### config.mk
export PLATFORM = sky130hd
export DESIGN_NAME = tdc_engine
export DESIGN_NICKNAME = d
export VERILOG_FILES = /design/src/verilog/tdc_pkg.sv /design/src/verilog/tdc_reg_if.sv /design/src/verilog/tdc_axil_slave.sv /design/src/verilog/tdc_engine.sv
export SDC_FILE = /design/constraint.sdc
export NUM_CORES = 1
export LEC_CHECK = 0
export BUFFER_PORTS_ARGS = -buffer_cell sky130_fd_sc_hd__buf_2
export CAP_MARGIN = 20
export CORE_MARGIN = 1
export CORE_UTILIZATION = 55
export CTS_CLUSTER_DIAMETER = 60
export DETAILED_ROUTE_END_ITERATION = 16
export GPL_ROUTABILITY_DRIVEN = 0
export PLACE_DENSITY_LB_ADDON = 0.2
export RECOVER_POWER = 25
export SLEW_MARGIN = 20
export SYNTH_ARGS = -nofsm -noshare
export SYNTH_HDL_FRONTEND = slang
export SYNTH_HIERARCHICAL = 1
export SYNTH_SLANG_ARGS = --single-unit
### constraint.sdc
create_clock -name ref_clk -period 6.3 [get_ports ref_clk]
set_input_delay 0.315 -clock ref_clk [delete_from_list [all_inputs] [get_ports ref_clk]]
set_output_delay 0.315 -clock ref_clk [all_outputs]
set_load 0.01 [all_outputs]
### src/verilog/tdc_pkg.sv
// Shared constants of the transmit descriptor-chain engine
package tdc_pkg;
	// ****************************************************
	// Register map (byte addresses on the AXI4-Lite port)
	// ****************************************************
	localparam logic [7:0]  REG_CTRL      = 8'h00;
	localparam logic [7:0]  REG_LIST      = 8'h04;
	localparam logic [7:0]  REG_NODE_HI   = 8'h08;
	localparam logic [7:0]  REG_NODE_LO   = 8'h0C;
	localparam logic [7:0]  REG_STATUS    = 8'h10;
	localparam logic [7:0]  REG_LAST_LIST = 8'h14;
	localparam logic [7:0]  REG_LAST_WORD = 8'h18;
	localparam int          CTRL_START    = 0;
	localparam int          CTRL_KICK     = 1;
	localparam int          CTRL_LINK_EN  = 2;
	localparam logic [31:0] RST_WORD      = 32'h0000_0000;
	localparam logic [1:0]  RESP_OKAY     = 2'b00;
	localparam logic [1:0]  RESP_SLVERR   = 2'b10;
	// ****************************************************
	// Transmit list layout (byte offsets in host memory)
	// ****************************************************
	localparam logic [31:0] OFS_FWD_HI    = 32'h0000_0000;
	localparam logic [31:0] OFS_FWD_LO    = 32'h0000_0002;
	localparam logic [31:0] OFS_CSTAT     = 32'h0000_0004;
	localparam logic [31:0] OFS_FSIZE     = 32'h0000_0006;
	localparam logic [31:0] OFS_SEG0      = 32'h0000_0008;
	localparam logic [31:0] SEG_STRIDE    = 32'h0000_0006;
	localparam logic [31:0] OFS_STATION   = 32'h0000_001A;
	localparam logic [31:0] OFS_SAP       = 32'h0000_001C;
	localparam logic [31:0] OFS_HDRLEN    = 32'h0000_001E;
	// ****************************************************
	// Control/status word bits, codes and frame types
	// ****************************************************
	localparam int          B_GO          = 0;
	localparam int          B_DONE        = 1;
	localparam int          B_START       = 2;
	localparam int          B_END         = 3;
	localparam int          B_FINT        = 4;
	localparam int          B_ERR         = 5;
	localparam int          B_PASS_CRC    = 6;
	localparam int          B_PASS_SRC    = 7;
	localparam logic [7:0]  CODE_TXFAIL   = 8'h23;
	localparam logic [7:0]  CODE_BADLEN   = 8'h28;
	localparam logic [7:0]  CODE_BADTYPE  = 8'hF0;
	localparam logic [7:0]  FS_ZERO       = 8'h00;
	localparam logic [7:0]  FS_COPIED     = 8'hCC;
	localparam logic [2:0]  FT_DIRECT     = 3'h0;
	localparam logic [2:0]  FT_IFRAME     = 3'h6;
	localparam logic [2:0]  FT_INVALID    = 3'h7;
	localparam logic [15:0] RT_HDR_MAX    = 16'h000E;
	localparam logic [15:0] SA_FIRST_POS  = 16'h0008;
	localparam logic [15:0] SA_LAST_POS   = 16'h000D;
endpackage

### src/verilog/tdc_reg_if.sv
// Register fields passed between the bus slave and the list engine
`timescale 1ns/1ns
interface tdc_reg_if;
	logic        start_p;
	logic        kick_p;
	logic        link_en;
	logic [31:0] list_addr;
	logic [47:0] node_addr;
	logic        busy;
	logic        suspended;
	logic        list_err;
	logic [31:0] last_list;
	logic [15:0] last_word;
	modport slv  (output start_p, kick_p, link_en, list_addr, node_addr,
	              input busy, suspended, list_err, last_list, last_word);
	modport core (input start_p, kick_p, link_en, list_addr, node_addr,
	              output busy, suspended, list_err, last_list, last_word);
endinterface
### src/verilog/tdc_axil_slave.sv
// AXI4-Lite register slave of the transmit descriptor-chain engine
`timescale 1ns/1ns
module tdc_axil_slave (
	input  wire logic        ref_clk,
	input  wire logic        rstn,
	input  wire logic [7:0]  s_axi_awaddr,
	input  wire logic        s_axi_awvalid,
	output logic             s_axi_awready,
	input  wire logic [31:0] s_axi_wdata,
	input  wire logic [3:0]  s_axi_wstrb,
	input  wire logic        s_axi_wvalid,
	output logic             s_axi_wready,
	output logic [1:0]       s_axi_bresp,
	output logic             s_axi_bvalid,
	input  wire logic        s_axi_bready,
	input  wire logic [7:0]  s_axi_araddr,
	input  wire logic        s_axi_arvalid,
	output logic             s_axi_arready,
	output logic [31:0]      s_axi_rdata,
	output logic [1:0]       s_axi_rresp,
	output logic             s_axi_rvalid,
	input  wire logic        s_axi_rready,
	tdc_reg_if.slv           regs
);
	function automatic logic [31:0] merge(input logic [31:0] old, input logic [31:0] nw,
	                                      input logic [3:0] be);
		merge = old;
		for (int i = 0; i < 4; i++) begin
			if (be[i])
				merge[i*8 +: 8] = nw[i*8 +: 8];
		end
	endfunction

	logic        bvalid_q, rvalid_q, link_en_q, start_q, kick_q;
	logic [1:0]  bresp_q, rresp_q;
	logic [31:0] list_q, node_lo_q, rdata_q, ctrl_d;
	logic [15:0] node_hi_q;
	wire         wr_fire = s_axi_awvalid & s_axi_wvalid & ~bvalid_q;
	wire         rd_fire = s_axi_arvalid & ~rvalid_q;
	wire         wr_hit  = s_axi_awaddr == tdc_pkg::REG_CTRL || s_axi_awaddr == tdc_pkg::REG_LIST
	                     || s_axi_awaddr == tdc_pkg::REG_NODE_HI
	                     || s_axi_awaddr == tdc_pkg::REG_NODE_LO;
	wire         rd_hit  = s_axi_araddr <= tdc_pkg::REG_LAST_WORD && s_axi_araddr[1:0] == 2'b00;
	wire [31:0]  node_hi_w = merge({16'h0000, node_hi_q}, s_axi_wdata, s_axi_wstrb);
	wire [31:0]  ctrl_rd = {29'h0, link_en_q, 2'b00};
	wire [31:0]  stat_rd = {29'h0, regs.list_err, regs.suspended, regs.busy};
	assign ctrl_d = merge(ctrl_rd, s_axi_wdata, s_axi_wstrb);

	assign s_axi_awready = wr_fire;
	assign s_axi_wready  = wr_fire;
	assign s_axi_bvalid  = bvalid_q;
	assign s_axi_bresp   = bresp_q;
	assign s_axi_arready = rd_fire;
	assign s_axi_rvalid  = rvalid_q;
	assign s_axi_rdata   = rdata_q;
	assign s_axi_rresp   = rresp_q;
	assign regs.start_p   = start_q;
	assign regs.kick_p    = kick_q;
	assign regs.link_en   = link_en_q;
	assign regs.list_addr = list_q;
	assign regs.node_addr = {node_hi_q, node_lo_q};

	always_ff @(posedge ref_clk or negedge rstn) begin
		if (!rstn) begin
			bvalid_q  <= 1'b0;
			bresp_q   <= tdc_pkg::RESP_OKAY;
			start_q   <= 1'b0;
			kick_q    <= 1'b0;
			link_en_q <= 1'b0;
			list_q    <= tdc_pkg::RST_WORD;
			node_hi_q <= 16'h0000;
			node_lo_q <= tdc_pkg::RST_WORD;
		end else begin
			start_q <= 1'b0;
			kick_q  <= 1'b0;
			if (s_axi_bvalid & s_axi_bready)
				bvalid_q <= 1'b0;
			if (wr_fire) begin
				bvalid_q <= 1'b1;
				bresp_q  <= wr_hit ? tdc_pkg::RESP_OKAY : tdc_pkg::RESP_SLVERR;
				unique case (s_axi_awaddr)
					tdc_pkg::REG_CTRL: begin
						start_q   <= ctrl_d[tdc_pkg::CTRL_START];
						kick_q    <= ctrl_d[tdc_pkg::CTRL_KICK];
						link_en_q <= ctrl_d[tdc_pkg::CTRL_LINK_EN];
					end
					tdc_pkg::REG_LIST:    list_q    <= merge(list_q, s_axi_wdata, s_axi_wstrb);
					tdc_pkg::REG_NODE_HI: node_hi_q <= node_hi_w[15:0];
					tdc_pkg::REG_NODE_LO: node_lo_q <= merge(node_lo_q, s_axi_wdata, s_axi_wstrb);
					default: ;
				endcase
			end
		end
	end

	always_ff @(posedge ref_clk or negedge rstn) begin
		if (!rstn) begin
			rvalid_q <= 1'b0;
			rresp_q  <= tdc_pkg::RESP_OKAY;
			rdata_q  <= tdc_pkg::RST_WORD;
		end else begin
			if (s_axi_rvalid & s_axi_rready)
				rvalid_q <= 1'b0;
			if (rd_fire) begin
				rvalid_q <= 1'b1;
				rresp_q  <= rd_hit ? tdc_pkg::RESP_OKAY : tdc_pkg::RESP_SLVERR;
				unique case (s_axi_araddr)
					tdc_pkg::REG_CTRL:      rdata_q <= ctrl_rd;
					tdc_pkg::REG_LIST:      rdata_q <= list_q;
					tdc_pkg::REG_NODE_HI:   rdata_q <= {16'h0000, node_hi_q};
					tdc_pkg::REG_NODE_LO:   rdata_q <= node_lo_q;
					tdc_pkg::REG_STATUS:    rdata_q <= stat_rd;
					tdc_pkg::REG_LAST_LIST: rdata_q <= regs.last_list;
					tdc_pkg::REG_LAST_WORD: rdata_q <= {16'h0000, regs.last_word};
					default:                rdata_q <= tdc_pkg::RST_WORD;
				endcase
			end
		end
	end
endmodule

### src/verilog/tdc_engine.sv
// Transmit descriptor-chain DMA engine, top level
// Functional notes
// - Odd 32-bit link marks final list
// - Run until odd link, await last frame
// - Link made even late: keep processing
// - Never write link or length fields
// - Write status only into start list
// - Go bit waited for at anticipated start
// - Per-frame interrupt when start bit4 set
// - Bit6: pass supplied checksum, no generation
// - Bit7 keeps source, else node address; I-frames keep source
// - Bits 8-10 select frame type, 111 invalid
// - Done word: go clear, done set, copies
// - Bit5 error with reason, keep going
// - Report returned status byte, >00 becomes >CC; here only when link_en and tx_copy_exp are set
// - Frame length from start list only
// - Up to three segments, bit0 chains
// - Segment addresses at any byte alignment
// - Header over 14 sets routing bit, not for direct or I-frames
// - Reason codes >23, >28, >F0
// - Start list without go: silent suspend
`timescale 1ns/1ns
module tdc_engine (
	input  wire logic        ref_clk,
	input  wire logic        rstn,
	input  wire logic [7:0]  s_axi_awaddr,
	input  wire logic        s_axi_awvalid,
	output logic             s_axi_awready,
	input  wire logic [31:0] s_axi_wdata,
	input  wire logic [3:0]  s_axi_wstrb,
	input  wire logic        s_axi_wvalid,
	output logic             s_axi_wready,
	output logic [1:0]       s_axi_bresp,
	output logic             s_axi_bvalid,
	input  wire logic        s_axi_bready,
	input  wire logic [7:0]  s_axi_araddr,
	input  wire logic        s_axi_arvalid,
	output logic             s_axi_arready,
	output logic [31:0]      s_axi_rdata,
	output logic [1:0]       s_axi_rresp,
	output logic             s_axi_rvalid,
	input  wire logic        s_axi_rready,
	output logic             mem_req,
	output logic             mem_we,
	output logic [31:0]      mem_addr,
	output logic [15:0]      mem_wdata,
	input  wire logic [15:0] mem_rdata,
	input  wire logic        mem_ack,
	output logic             tx_valid,
	output logic [7:0]       tx_data,
	output logic             tx_last,
	input  wire logic        tx_ready,
	output logic [2:0]       tx_type,
	output logic             tx_no_crc,
	output logic [15:0]      tx_station,
	output logic [7:0]       tx_dest_sap,
	output logic [15:0]      tx_corr,
	input  wire logic        tx_done,
	input  wire logic        tx_fail,
	input  wire logic [7:0]  tx_fs,
	input  wire logic        tx_copy_exp,
	output logic             frame_irq,
	output logic             cmd_done
);
	typedef enum logic [3:0] {
		S_IDLE  = 4'h0,
		S_CSTAT = 4'h1,
		S_SUSP  = 4'h2,
		S_FWDH  = 4'h3,
		S_FWDL  = 4'h4,
		S_HDR   = 4'h5,
		S_SEGC  = 4'h6,
		S_SEGH  = 4'h7,
		S_SEGL  = 4'h8,
		S_DRD   = 4'h9,
		S_DOUT  = 4'hA,
		S_SEGE  = 4'hB,
		S_LEND  = 4'hC,
		S_TXW   = 4'hD,
		S_WB    = 4'hE,
		S_REFWD = 4'hF
	} tdc_state_e;

	tdc_reg_if regs ();

	tdc_axil_slave u_slave (
		.ref_clk       (ref_clk),
		.rstn          (rstn),
		.s_axi_awaddr  (s_axi_awaddr),
		.s_axi_awvalid (s_axi_awvalid),
		.s_axi_awready (s_axi_awready),
		.s_axi_wdata   (s_axi_wdata),
		.s_axi_wstrb   (s_axi_wstrb),
		.s_axi_wvalid  (s_axi_wvalid),
		.s_axi_wready  (s_axi_wready),
		.s_axi_bresp   (s_axi_bresp),
		.s_axi_bvalid  (s_axi_bvalid),
		.s_axi_bready  (s_axi_bready),
		.s_axi_araddr  (s_axi_araddr),
		.s_axi_arvalid (s_axi_arvalid),
		.s_axi_arready (s_axi_arready),
		.s_axi_rdata   (s_axi_rdata),
		.s_axi_rresp   (s_axi_rresp),
		.s_axi_rvalid  (s_axi_rvalid),
		.s_axi_rready  (s_axi_rready),
		.regs          (regs.slv)
	);

	// ****************************************************
	// State and datapath registers
	// ****************************************************
	tdc_state_e  state_q;
	logic        antic_q, end_q, more_q, txv_q, last_q, lerr_q, irq_q, done_q, has_err_q;
	logic [1:0]  seg_q, hidx_q;
	logic [7:0]  err_q, fs_q, byte_q, sap_q;
	logic [15:0] req_q, fsize_q, station_q, hdr_q, cnt_q, sum_q, pos_q, word_q;
	logic [31:0] list_q, sof_q, fwd_q, daddr_q;

	function automatic logic [31:0] seg_ofs(input logic [1:0] seg, input logic [31:0] k);
		seg_ofs = tdc_pkg::OFS_SEG0 + k + tdc_pkg::SEG_STRIDE * {30'h0, seg};
	endfunction

	wire [15:0] cur      = mem_rdata;
	wire        rd_ack   = mem_ack & ~mem_we;
	wire [2:0]  ftype    = {req_q[8], req_q[9], req_q[10]};
	wire        type1    = ftype != tdc_pkg::FT_DIRECT && ftype != tdc_pkg::FT_IFRAME;
	wire [31:0] hdr_ofs  = hidx_q == 2'd0 ? tdc_pkg::OFS_FSIZE :
	                       hidx_q == 2'd1 ? tdc_pkg::OFS_STATION :
	                       hidx_q == 2'd2 ? tdc_pkg::OFS_SAP : tdc_pkg::OFS_HDRLEN;
	wire        in_sa    = pos_q >= tdc_pkg::SA_FIRST_POS && pos_q <= tdc_pkg::SA_LAST_POS;
	wire [5:0]  sa_sh    = 6'(8 * (tdc_pkg::SA_LAST_POS - pos_q));
	wire [47:0] node_sh  = regs.node_addr >> sa_sh;
	wire [7:0]  mem_byte = daddr_q[0] ? cur[7:0] : cur[15:8];
	wire        sub_sa   = in_sa && !req_q[tdc_pkg::B_PASS_SRC] && ftype != tdc_pkg::FT_IFRAME;
	wire [7:0]  sa_byte  = sub_sa ? node_sh[7:0] : mem_byte;
	wire        rt_set   = pos_q == tdc_pkg::SA_FIRST_POS && type1 && hdr_q > tdc_pkg::RT_HDR_MAX;
	wire [7:0]  out_byte = rt_set ? (sa_byte | 8'h80) : sa_byte;
	wire [7:0]  ok_code  = (fs_q == tdc_pkg::FS_ZERO && regs.link_en && tx_copy_exp)
	                       ? tdc_pkg::FS_COPIED : fs_q;
	wire [15:0] wb_word  = {has_err_q ? err_q : ok_code, req_q[7:6], has_err_q,
	                        req_q[4:2], 1'b1, 1'b0};

	// ****************************************************
	// Host memory port and frame stream outputs
	// ****************************************************
	assign mem_req  = state_q inside {S_CSTAT, S_FWDH, S_FWDL, S_HDR, S_SEGC, S_SEGH, S_SEGL,
	                                  S_DRD, S_WB, S_REFWD};
	assign mem_we   = state_q == S_WB;
	assign mem_wdata = wb_word;
	always_comb begin
		unique case (state_q)
			S_CSTAT: mem_addr = list_q + tdc_pkg::OFS_CSTAT;
			S_FWDH:  mem_addr = list_q + tdc_pkg::OFS_FWD_HI;
			S_FWDL:  mem_addr = list_q + tdc_pkg::OFS_FWD_LO;
			S_REFWD: mem_addr = list_q + tdc_pkg::OFS_FWD_LO;
			S_HDR:   mem_addr = list_q + hdr_ofs;
			S_SEGC:  mem_addr = list_q + seg_ofs(seg_q, 32'h0000_0000);
			S_SEGH:  mem_addr = list_q + seg_ofs(seg_q, 32'h0000_0002);
			S_SEGL:  mem_addr = list_q + seg_ofs(seg_q, 32'h0000_0004);
			S_DRD:   mem_addr = {daddr_q[31:1], 1'b0};
			S_WB:    mem_addr = sof_q + tdc_pkg::OFS_CSTAT;
			default: mem_addr = tdc_pkg::RST_WORD;
		endcase
	end
	assign tx_valid    = txv_q;
	assign tx_data     = byte_q;
	assign tx_last     = last_q;
	assign tx_type     = ftype;
	assign tx_no_crc   = req_q[tdc_pkg::B_PASS_CRC];
	assign tx_station  = station_q;
	assign tx_dest_sap = sap_q;
	assign tx_corr     = hdr_q;
	assign frame_irq   = irq_q;
	assign cmd_done    = done_q;
	assign regs.busy      = state_q != S_IDLE;
	assign regs.suspended = state_q == S_SUSP;
	assign regs.list_err  = lerr_q;
	assign regs.last_list = sof_q;
	assign regs.last_word = word_q;

	// ****************************************************
	// List walker
	// ****************************************************
	always_ff @(posedge ref_clk or negedge rstn) begin
		if (!rstn) begin
			state_q <= S_IDLE;
			{antic_q, end_q, more_q, txv_q, last_q, lerr_q, irq_q, done_q, has_err_q} <= '0;
			{seg_q, hidx_q, err_q, fs_q, byte_q, sap_q} <= '0;
			{req_q, fsize_q, station_q, hdr_q, cnt_q, sum_q, pos_q, word_q} <= '0;
			{list_q, sof_q, fwd_q, daddr_q} <= '0;
		end else begin
			irq_q  <= 1'b0;
			done_q <= 1'b0;
			unique case (state_q)
				S_IDLE: if (regs.start_p) begin
					list_q  <= regs.list_addr;
					antic_q <= 1'b1;
					lerr_q  <= 1'b0;
					state_q <= S_CSTAT;
				end
				S_CSTAT: if (rd_ack) begin
					end_q <= cur[tdc_pkg::B_END];
					if (antic_q && !cur[tdc_pkg::B_GO]) begin
						state_q <= S_SUSP;
					end else if (antic_q != cur[tdc_pkg::B_START]) begin
						lerr_q  <= 1'b1;
						state_q <= S_IDLE;
					end else begin
						if (antic_q) begin
							req_q     <= cur;
							sof_q     <= list_q;
							sum_q     <= 16'h0000;
							pos_q     <= 16'h0000;
							has_err_q <= 1'b0;
						end
						state_q <= S_FWDH;
					end
				end
				S_SUSP: if (regs.kick_p)
					state_q <= S_CSTAT;
				S_FWDH: if (rd_ack) begin
					fwd_q[31:16] <= cur;
					state_q      <= S_FWDL;
				end
				S_FWDL: if (rd_ack) begin
					fwd_q[15:0] <= cur;
					hidx_q      <= 2'd0;
					seg_q       <= 2'd0;
					state_q     <= antic_q ? S_HDR : S_SEGC;
				end
				S_HDR: if (rd_ack) begin
					hidx_q <= hidx_q + 2'd1;
					unique case (hidx_q)
						2'd0: fsize_q   <= cur;
						2'd1: station_q <= cur;
						2'd2: sap_q     <= cur[7:0];
						2'd3: hdr_q     <= cur;
					endcase
					if (hidx_q == 2'd3)
						state_q <= S_SEGC;
					if (ftype == tdc_pkg::FT_INVALID) begin
						has_err_q <= 1'b1;
						err_q     <= tdc_pkg::CODE_BADTYPE;
					end
				end
				S_SEGC: if (rd_ack) begin
					cnt_q   <= cur;
					more_q  <= cur[0] && seg_q != 2'd2;
					state_q <= S_SEGH;
				end
				S_SEGH: if (rd_ack) begin
					daddr_q[31:16] <= cur;
					state_q        <= S_SEGL;
				end
				S_SEGL: if (rd_ack) begin
					daddr_q[15:0] <= cur;
					state_q       <= (cnt_q == 16'h0000 || has_err_q) ? S_SEGE : S_DRD;
				end
				S_DRD: if (rd_ack) begin
					byte_q  <= out_byte;
					last_q  <= end_q && sum_q + 16'h0001 == fsize_q;
					txv_q   <= 1'b1;
					state_q <= S_DOUT;
				end
				S_DOUT: if (tx_ready) begin
					txv_q   <= 1'b0;
					daddr_q <= daddr_q + 32'h0000_0001;
					cnt_q   <= cnt_q - 16'h0001;
					sum_q   <= sum_q + 16'h0001;
					pos_q   <= pos_q + 16'h0001;
					state_q <= cnt_q == 16'h0001 ? S_SEGE : S_DRD;
				end
				S_SEGE: begin
					seg_q   <= seg_q + 2'd1;
					state_q <= more_q ? S_SEGC : S_LEND;
				end
				S_LEND: begin
					if (end_q) begin
						if (!has_err_q && sum_q != fsize_q) begin
							has_err_q <= 1'b1;
							err_q     <= tdc_pkg::CODE_BADLEN;
						end
						state_q <= (has_err_q || sum_q != fsize_q) ? S_WB : S_TXW;
					end else if (fwd_q[0]) begin
						lerr_q  <= 1'b1;
						state_q <= S_IDLE;
					end else begin
						list_q  <= fwd_q;
						antic_q <= 1'b0;
						state_q <= S_CSTAT;
					end
				end
				S_TXW: if (tx_done) begin
					fs_q <= tx_fs;
					if (tx_fail) begin
						has_err_q <= 1'b1;
						err_q     <= tdc_pkg::CODE_TXFAIL;
					end
					state_q <= S_WB;
				end
				S_WB: if (mem_ack) begin
					word_q  <= wb_word;
					irq_q   <= req_q[tdc_pkg::B_FINT];
					antic_q <= 1'b1;
					if (fwd_q[0]) begin
						state_q <= S_REFWD;
					end else begin
						list_q  <= fwd_q;
						state_q <= S_CSTAT;
					end
				end
				S_REFWD: if (rd_ack) begin
					fwd_q[15:0] <= cur;
					if (cur[0]) begin
						done_q  <= 1'b1;
						state_q <= S_IDLE;
					end else begin
						list_q  <= {fwd_q[31:16], cur};
						state_q <= S_CSTAT;
					end
				end
			endcase
		end
	end
endmodule

# ---- Word level (Yosys, flattened, before mapping)
# Cells that the tools add are included.
dict set report word_totals {
  register_bits 420
  out_inout_bits 147
}
dict set report classes {
  n_addsub 17
  n_mul 1
  n_lt_le_gt_ge 4
  eq_ne 62
  shifts 1
  n_mux 111
  bitwise 11
  reduce_logical 82
}
# operator count
set op_table {}
lappend op_table {{$pmux W32 S9} 1}
lappend op_table {{$mux W32} 7}
lappend op_table {{$pmux W32 S7} 1}
lappend op_table {{$pmux W16 S2} 5}
lappend op_table {{$mux W16} 8}
lappend op_table {{$pmux W32 S4} 1}
lappend op_table {{$add A32 B6 Y32} 3}
lappend op_table {{$mux W8} 11}
lappend op_table {{$mux W4} 18}
lappend op_table {{$add A32 B3 Y32 const B} 2}
lappend op_table {{$pmux W4 S16} 1}
lappend op_table {{$reduce_and A3 Y1} 20}
lappend op_table {{$shr A48 B6 Y8} 1}
lappend op_table {{$ne A2 B2 Y1 const B} 23}
lappend op_table {{$mux W1} 37}
lappend op_table {{$add A16 B1 Y16 const B} 2}
lappend op_table {{$add A32 B1 Y32 const B} 1}
lappend op_table {{$add A32 B2 Y32 const B} 1}
lappend op_table {{$add A32 B5 Y32} 1}
lappend op_table {{$eq A4 B4 Y1 const B} 8}
lappend op_table {{$eq A8 B4 Y1 const B} 4}
lappend op_table {{$eq A8 B5 Y1 const B} 3}
lappend op_table {{$logic_not A8 Y1} 3}
lappend op_table {{$mux W2} 12}
lappend op_table {{other kinds (49)} 115}

# ---- Depth between registers and ports, before layout
dict set report logic_depth {
  depth_word 6
  ltp_mapped 16
  depth_no_buf 14
}

# ---- Hierarchy
# Netlist, hierarchy kept.
# mod instances cells_each area_per_inst_um2 seq_area_each_um2
set by_module_without_submodules {}
lappend by_module_without_submodules {tdc_engine 1 2243 19542.5 7307.0}
lappend by_module_without_submodules {tdc_axil_slave 1 447 5561.6 2977.9}

# ---- Worst setup path before layout
# No wires, ideal clock.
dict set report synth_path {
  kind {reg2out}
  from {reg state_q[3]}
  to {out mem_addr[22]}
  arrival_time_ns 3.449
  required_time_ns 5.985
  slack_ns 2.536
  path_stages_with_launch 17
  path_buffers 4
  cell_sequence {dfrtp_1 buf_4 nand4b_4 inv_2 clkbuf_1 clkbuf_1 buf_1 nand2_1 o21ai_0 ha_1 nand4_1 nor3_1 o22ai_2 a21oi_1 xor2_1 a21oi_1 or4_1}
}
dict set report synth_between {
  elab_cells_between_ends 12
  cone_classes {eq/ne: 10; mux: 1; reduce/logical: 1}
}
# element line_no
set synth_rtl {}
lappend synth_rtl {{start: declaration} tdc_engine.sv:112} ;# tdc_state_e state_q;
lappend synth_rtl {{start signal: assignment} tdc_engine.sv:229} ;# state_q <= antic_q ? S_HDR : S_SEGC;
lappend synth_rtl {{start signal: assignment} tdc_engine.sv:257} ;# state_q <= (cnt_q == 16'h0000 || has_err_q) ? S_SEGE : S_DRD;
lappend synth_rtl {{start signal: assignment} tdc_engine.sv:271} ;# state_q <= cnt_q == 16'h0001 ? S_SEGE : S_DRD;
lappend synth_rtl {{$eq A4 B4 Y1} n/a}
lappend synth_rtl {{via mem_we} tdc_engine.sv:44} ;# output logic mem_we,
lappend synth_rtl {{$pmux W32 S9} tdc_engine.sv:151} ;# unique case (state_q)
lappend synth_rtl {{end: declaration} tdc_engine.sv:45} ;# output logic [31:0] mem_addr,
# The timed path passes the listed nets, and every way through them passes these cells.

# ---- Final worst setup path
dict set report layout_path {
  from {reg state_q[2]}
  to {out mem_addr[25]}
}
dict set report layout_between {
  elab_chain_cells 3
  elab_cells_between_ends 12
  cone_classes {eq/ne: 10; mux: 1; reduce/logical: 1}
}
# element line_no
set layout_lines {}
lappend layout_lines {{$eq A4 B3 Y1 or $eq A4 B4 Y1 (tied branches)} tdc_engine.sv:151}
lappend layout_lines {{$reduce_or A2 Y1 (no line)} n/a}
lappend layout_lines {{$pmux W32 S9 *} tdc_engine.sv:151}
# Mark *: on every way between the ends. The rest lies on a longest branch, timed or not.

==> summary.md <==
| Metric | Value |
|---|---|
| Overflow after GRT | `0` |
| Worst-Margin Slew | `around 3.2 ns` |
| Final hold vios | `0` |
| Metal2 WL | `38.3 mm` |
| Initial antenna violation count | `3` |
| # IOs | `around 240` |
| Top FF cell, synth | `dfrtp_1` |
| CTS max path bufs | `3` |
| P&R area growth vs syn | `12.6%` |
| RSZ-0062 raised after global routing | `no` |
| GRT Total Usage | `between 30% and 40%` |
| Max-cap violations | `4` |
| Global-route wire length before repair | `around 140 mm` |
| Clk slew on worst S/H paths | `approximately 0.06 ns` |
| Synth area leaders | `dfrtp_1, mux2_2, o21ai_0` |
| DRT Pass-1 Iters | `9` |
| Area of the core | `between 40000 and 50000 µm²` |
| Metal-1 WL | `~35 mm` |
| Vias in the first global route | `roughly 23000` |
| Initial core utilization | `between 50 and 60%` |
| Clk_lat worst skew | `between 0.5 and 0.6 ns` |
| Clk root buf | `clkbuf_16` |
| Crit path time final | `5.19 ns` |
| Synth Area in Simple Gates | `~18%` |
| DRT antenna net count | `0` |
| DIE AREA | `46500 µm²` |
| Largest net degree at the start of global routing | `about 160` |
| H-tree depth | `2` |
| Outcome | `finished, violations left` |
| Met3 WL post-DR | `between 10 and 15 mm` |
| Clock sinks | `411` |
| Row count | `77` |
| Final Skew | `about 0.017 ns` |
| Commonest cells after routing, fill and taps aside | `dfrtp_1, nand2_1, o21ai_0, mux2_2, nor2_1` |
| Post-synthesis mux area share | `a little over an eighth` |
| Worst vdd ir | `0.000280 V` |
| Total CTS buffers | `46` |
| Failing checks | `max-capacitance violations, max-slew violations` |
| Slew headroom | `-116%` |
| Die W | `approximately 220 µm` |
| Pre-CTS setup slack | `around 1.9 ns` |
| Vias/cell | `approximately 7` |
| CP Launch Type | `flip-flop` |
| DP Wirelength | `approximately 63 mm` |
| Final Cycle Share | `82.4%` |
| Xor and xnor area share after synthesis | `under 10%` |
| Routed WL | `between 80 and 90 mm` |
| Number of enable flip-flop cells after synthesis | `0` |
| IO Port Bufs | `230` |
| Fin worst setup slack | `approximately 1.1 ns` |
| Synth Area per Inst | `between 9 and 10 µm²` |
| Class of the most critical setup path | `flip-flop to primary output` |
| Die Span Y | `216 µm` |
| PD cells | `around 380 nW/µm²` |
| Layout cells sized above 1 | `~18%` |
| DRC errors left | `0` |
| P_leak | `~0.012 µW` |
| Setup TNS | `0 ns` |
| Wire per inst | `approximately 26 µm` |
| Area share of fa/ha/maj cells after synthesis | `1.77%` |
| Synthesized flop and latch total | `about 410` |
| Critical Path AT | `about 5 ns` |
| Sequential-to-total area share from yosys stat | `41.0%` |
| Synth warnings | `6` |
| Net count reported at finish | `around 3000` |
| Hold Crit Class | `input pin to flip-flop` |
| Drt initial violations | `~3500` |
| Area leader, netlist | `dfrtp_1` |
| Async S/R FF share, synth | `100%` |
| DR vias | `between 20000 and 25000` |
| Final max-slew violation count | `a little over 300` |
| CTS tree | `built` |
| Setup-failing EPs final | `0` |
| Worst setup EP type | `primary output` |
| Compound-Gate Fraction of Synth Area | `between 10% and 20%` |
| Area share of the largest cell type after synthesis | `roughly two fifths` |
| DR top layer | `met5` |
| Largest family of logic cells by synthesized area | `compound AO/OA/AOI/OAI gates` |
| Syn Inst Count | `approximately 2700` |
| Critical path peak fanout | `31` |
| F_max | `roughly 190 MHz` |
| Commonest non-fill, non-tap cell in the layout | `dfrtp_1` |
| Yosys cell types | `96` |
| Worst Path Required | `between 5 and 6 ns` |
| Syn Std Cell Area | `around 25000 µm²` |
## layout make-up
class                      instances  area (µm²)
inverter                          51         191
multi-input combinational       2032       13800
timing repair buffer             287        1530
clock buffer                      60        1310
fill                            3742       16300
sequential                       411       10300
clock inverter                    25         389
antenna                            1        2.50
tap                              592         741
## metrics by stage
step | area [µm²] | utilization [%] | total power (µW) | hold slack (ns) | std cells
floorplan | 25100 | - | 6130 | 0.0194 | 2692
global placement | 26500 | 59.3 | 7410 | 0.452 | 3347
detailed placement | 26500 | 59.4 | 7520 | 0.459 | 3347
CTS | 28400 | 63.7 | 10500 | 0.000373 | 3458
global route | 28300 | 63.4 | 11000 | 0.0142 | 3458
finish | 28300 | 63.4 | 10600 | 0.0159 | 3459
## worst paths after layout
path / from / cells after the start / slack (ns) / end
max: state_q[2] / 14 / 1.11 / mem_addr[25]
min: s_axi_wdata[3] / 2 / 0.02 / u_slave/node_lo_q[3]
max reg2reg: u_slave/s_axi_bvalid / 4 / 2.19 / u_slave/regs.list_addr[25]
min reg2reg: regs.last_word[1] / 1 / 0.47 / regs.last_word[1]
max in group asynchronous: rstn / 3 / 1.69 / u_slave/s_axi_rdata[25]
min in group asynchronous: rstn / 2 / 1.31 / tx_corr[12]
## kinds of logic (layout without fill, tap and decap cells)
| logic type | after synthesis | after routing |
|---|---|---|
| AOI/OAI and AO/OA | 737 | 737 |
| xor gates and xnor gates | 86 | 86 |
| adders and majority gates | 35 | 35 |
| buffers and inverters | 249 | 423 |
| DFF | 411 | 411 |
| muxes | 305 | 305 |
| other | 3 | 6 |
| and+or+nand+nor | 864 | 864 |
## cells in the mapped netlist (47+ instances only)
master,count
nor2_1,178
dfrtp_1,411
o21ai_0,275
nand3_1,77
nand4_1,48
a21oi_1,138
clkbuf_1,110
mux2_2,214
mux2i_1,71
inv_1,47
buf_2,56
nand2_1,283
nor3_1,58
## report_power, final
part	switching, µW	internal [µW]	total (µW)
Sequential	886	3270	4150
Clock	1140	1840	2980
Combinational	2150	1330	3480
Total	4180	6430	10600
## state kept, by name, summed over array words and instances (netlist names), 15 cells and up
signal	cells
u_slave/regs.list_addr	32
daddr_q	32
regs.last_word	15
u_slave/node_lo_q	32
cnt_q	16
u_slave/node_hi_q	16
regs.last_list	32
u_slave/s_axi_rdata	32
tx_corr	16
pos_q	16
list_q	32
fwd_q	32
sum_q	16
tx_station	16
fsize_q	16
## per-layer routing
metal | GRT usage, % | up-vias
met5 | 0 | -
met2 | 55.4 | 1667
met4 | 20.0 | 6
met1 | 53.1 | 11600
li1 | - | 10200
met3 | 9.60 | 398
## repair_timing
action / in CTS / in global routing
gates resized for setup: 0 / 0
buffers inserted: 0 / 0
hold endpoints to repair: 163 / 0
hold buffers: 26 / 0
## worst max-delay path, cell delays in order (launching register included)
cell,delay [ns]
dfrtp_1,0.33
buf_4,0.37
inv_2,0.22
nor4_4,0.51
nand2_1,0.14
ha_1,0.24
fa_1,0.45
nor2_1,0.17
nor4_1,0.08
nor2_1,0.57
nor2_1,0.14
a21oi_1,0.38
o32ai_1,0.15
or3_1,0.39
buf_2,0.15
No activity file was read; power rests on OpenSTA's default activity.
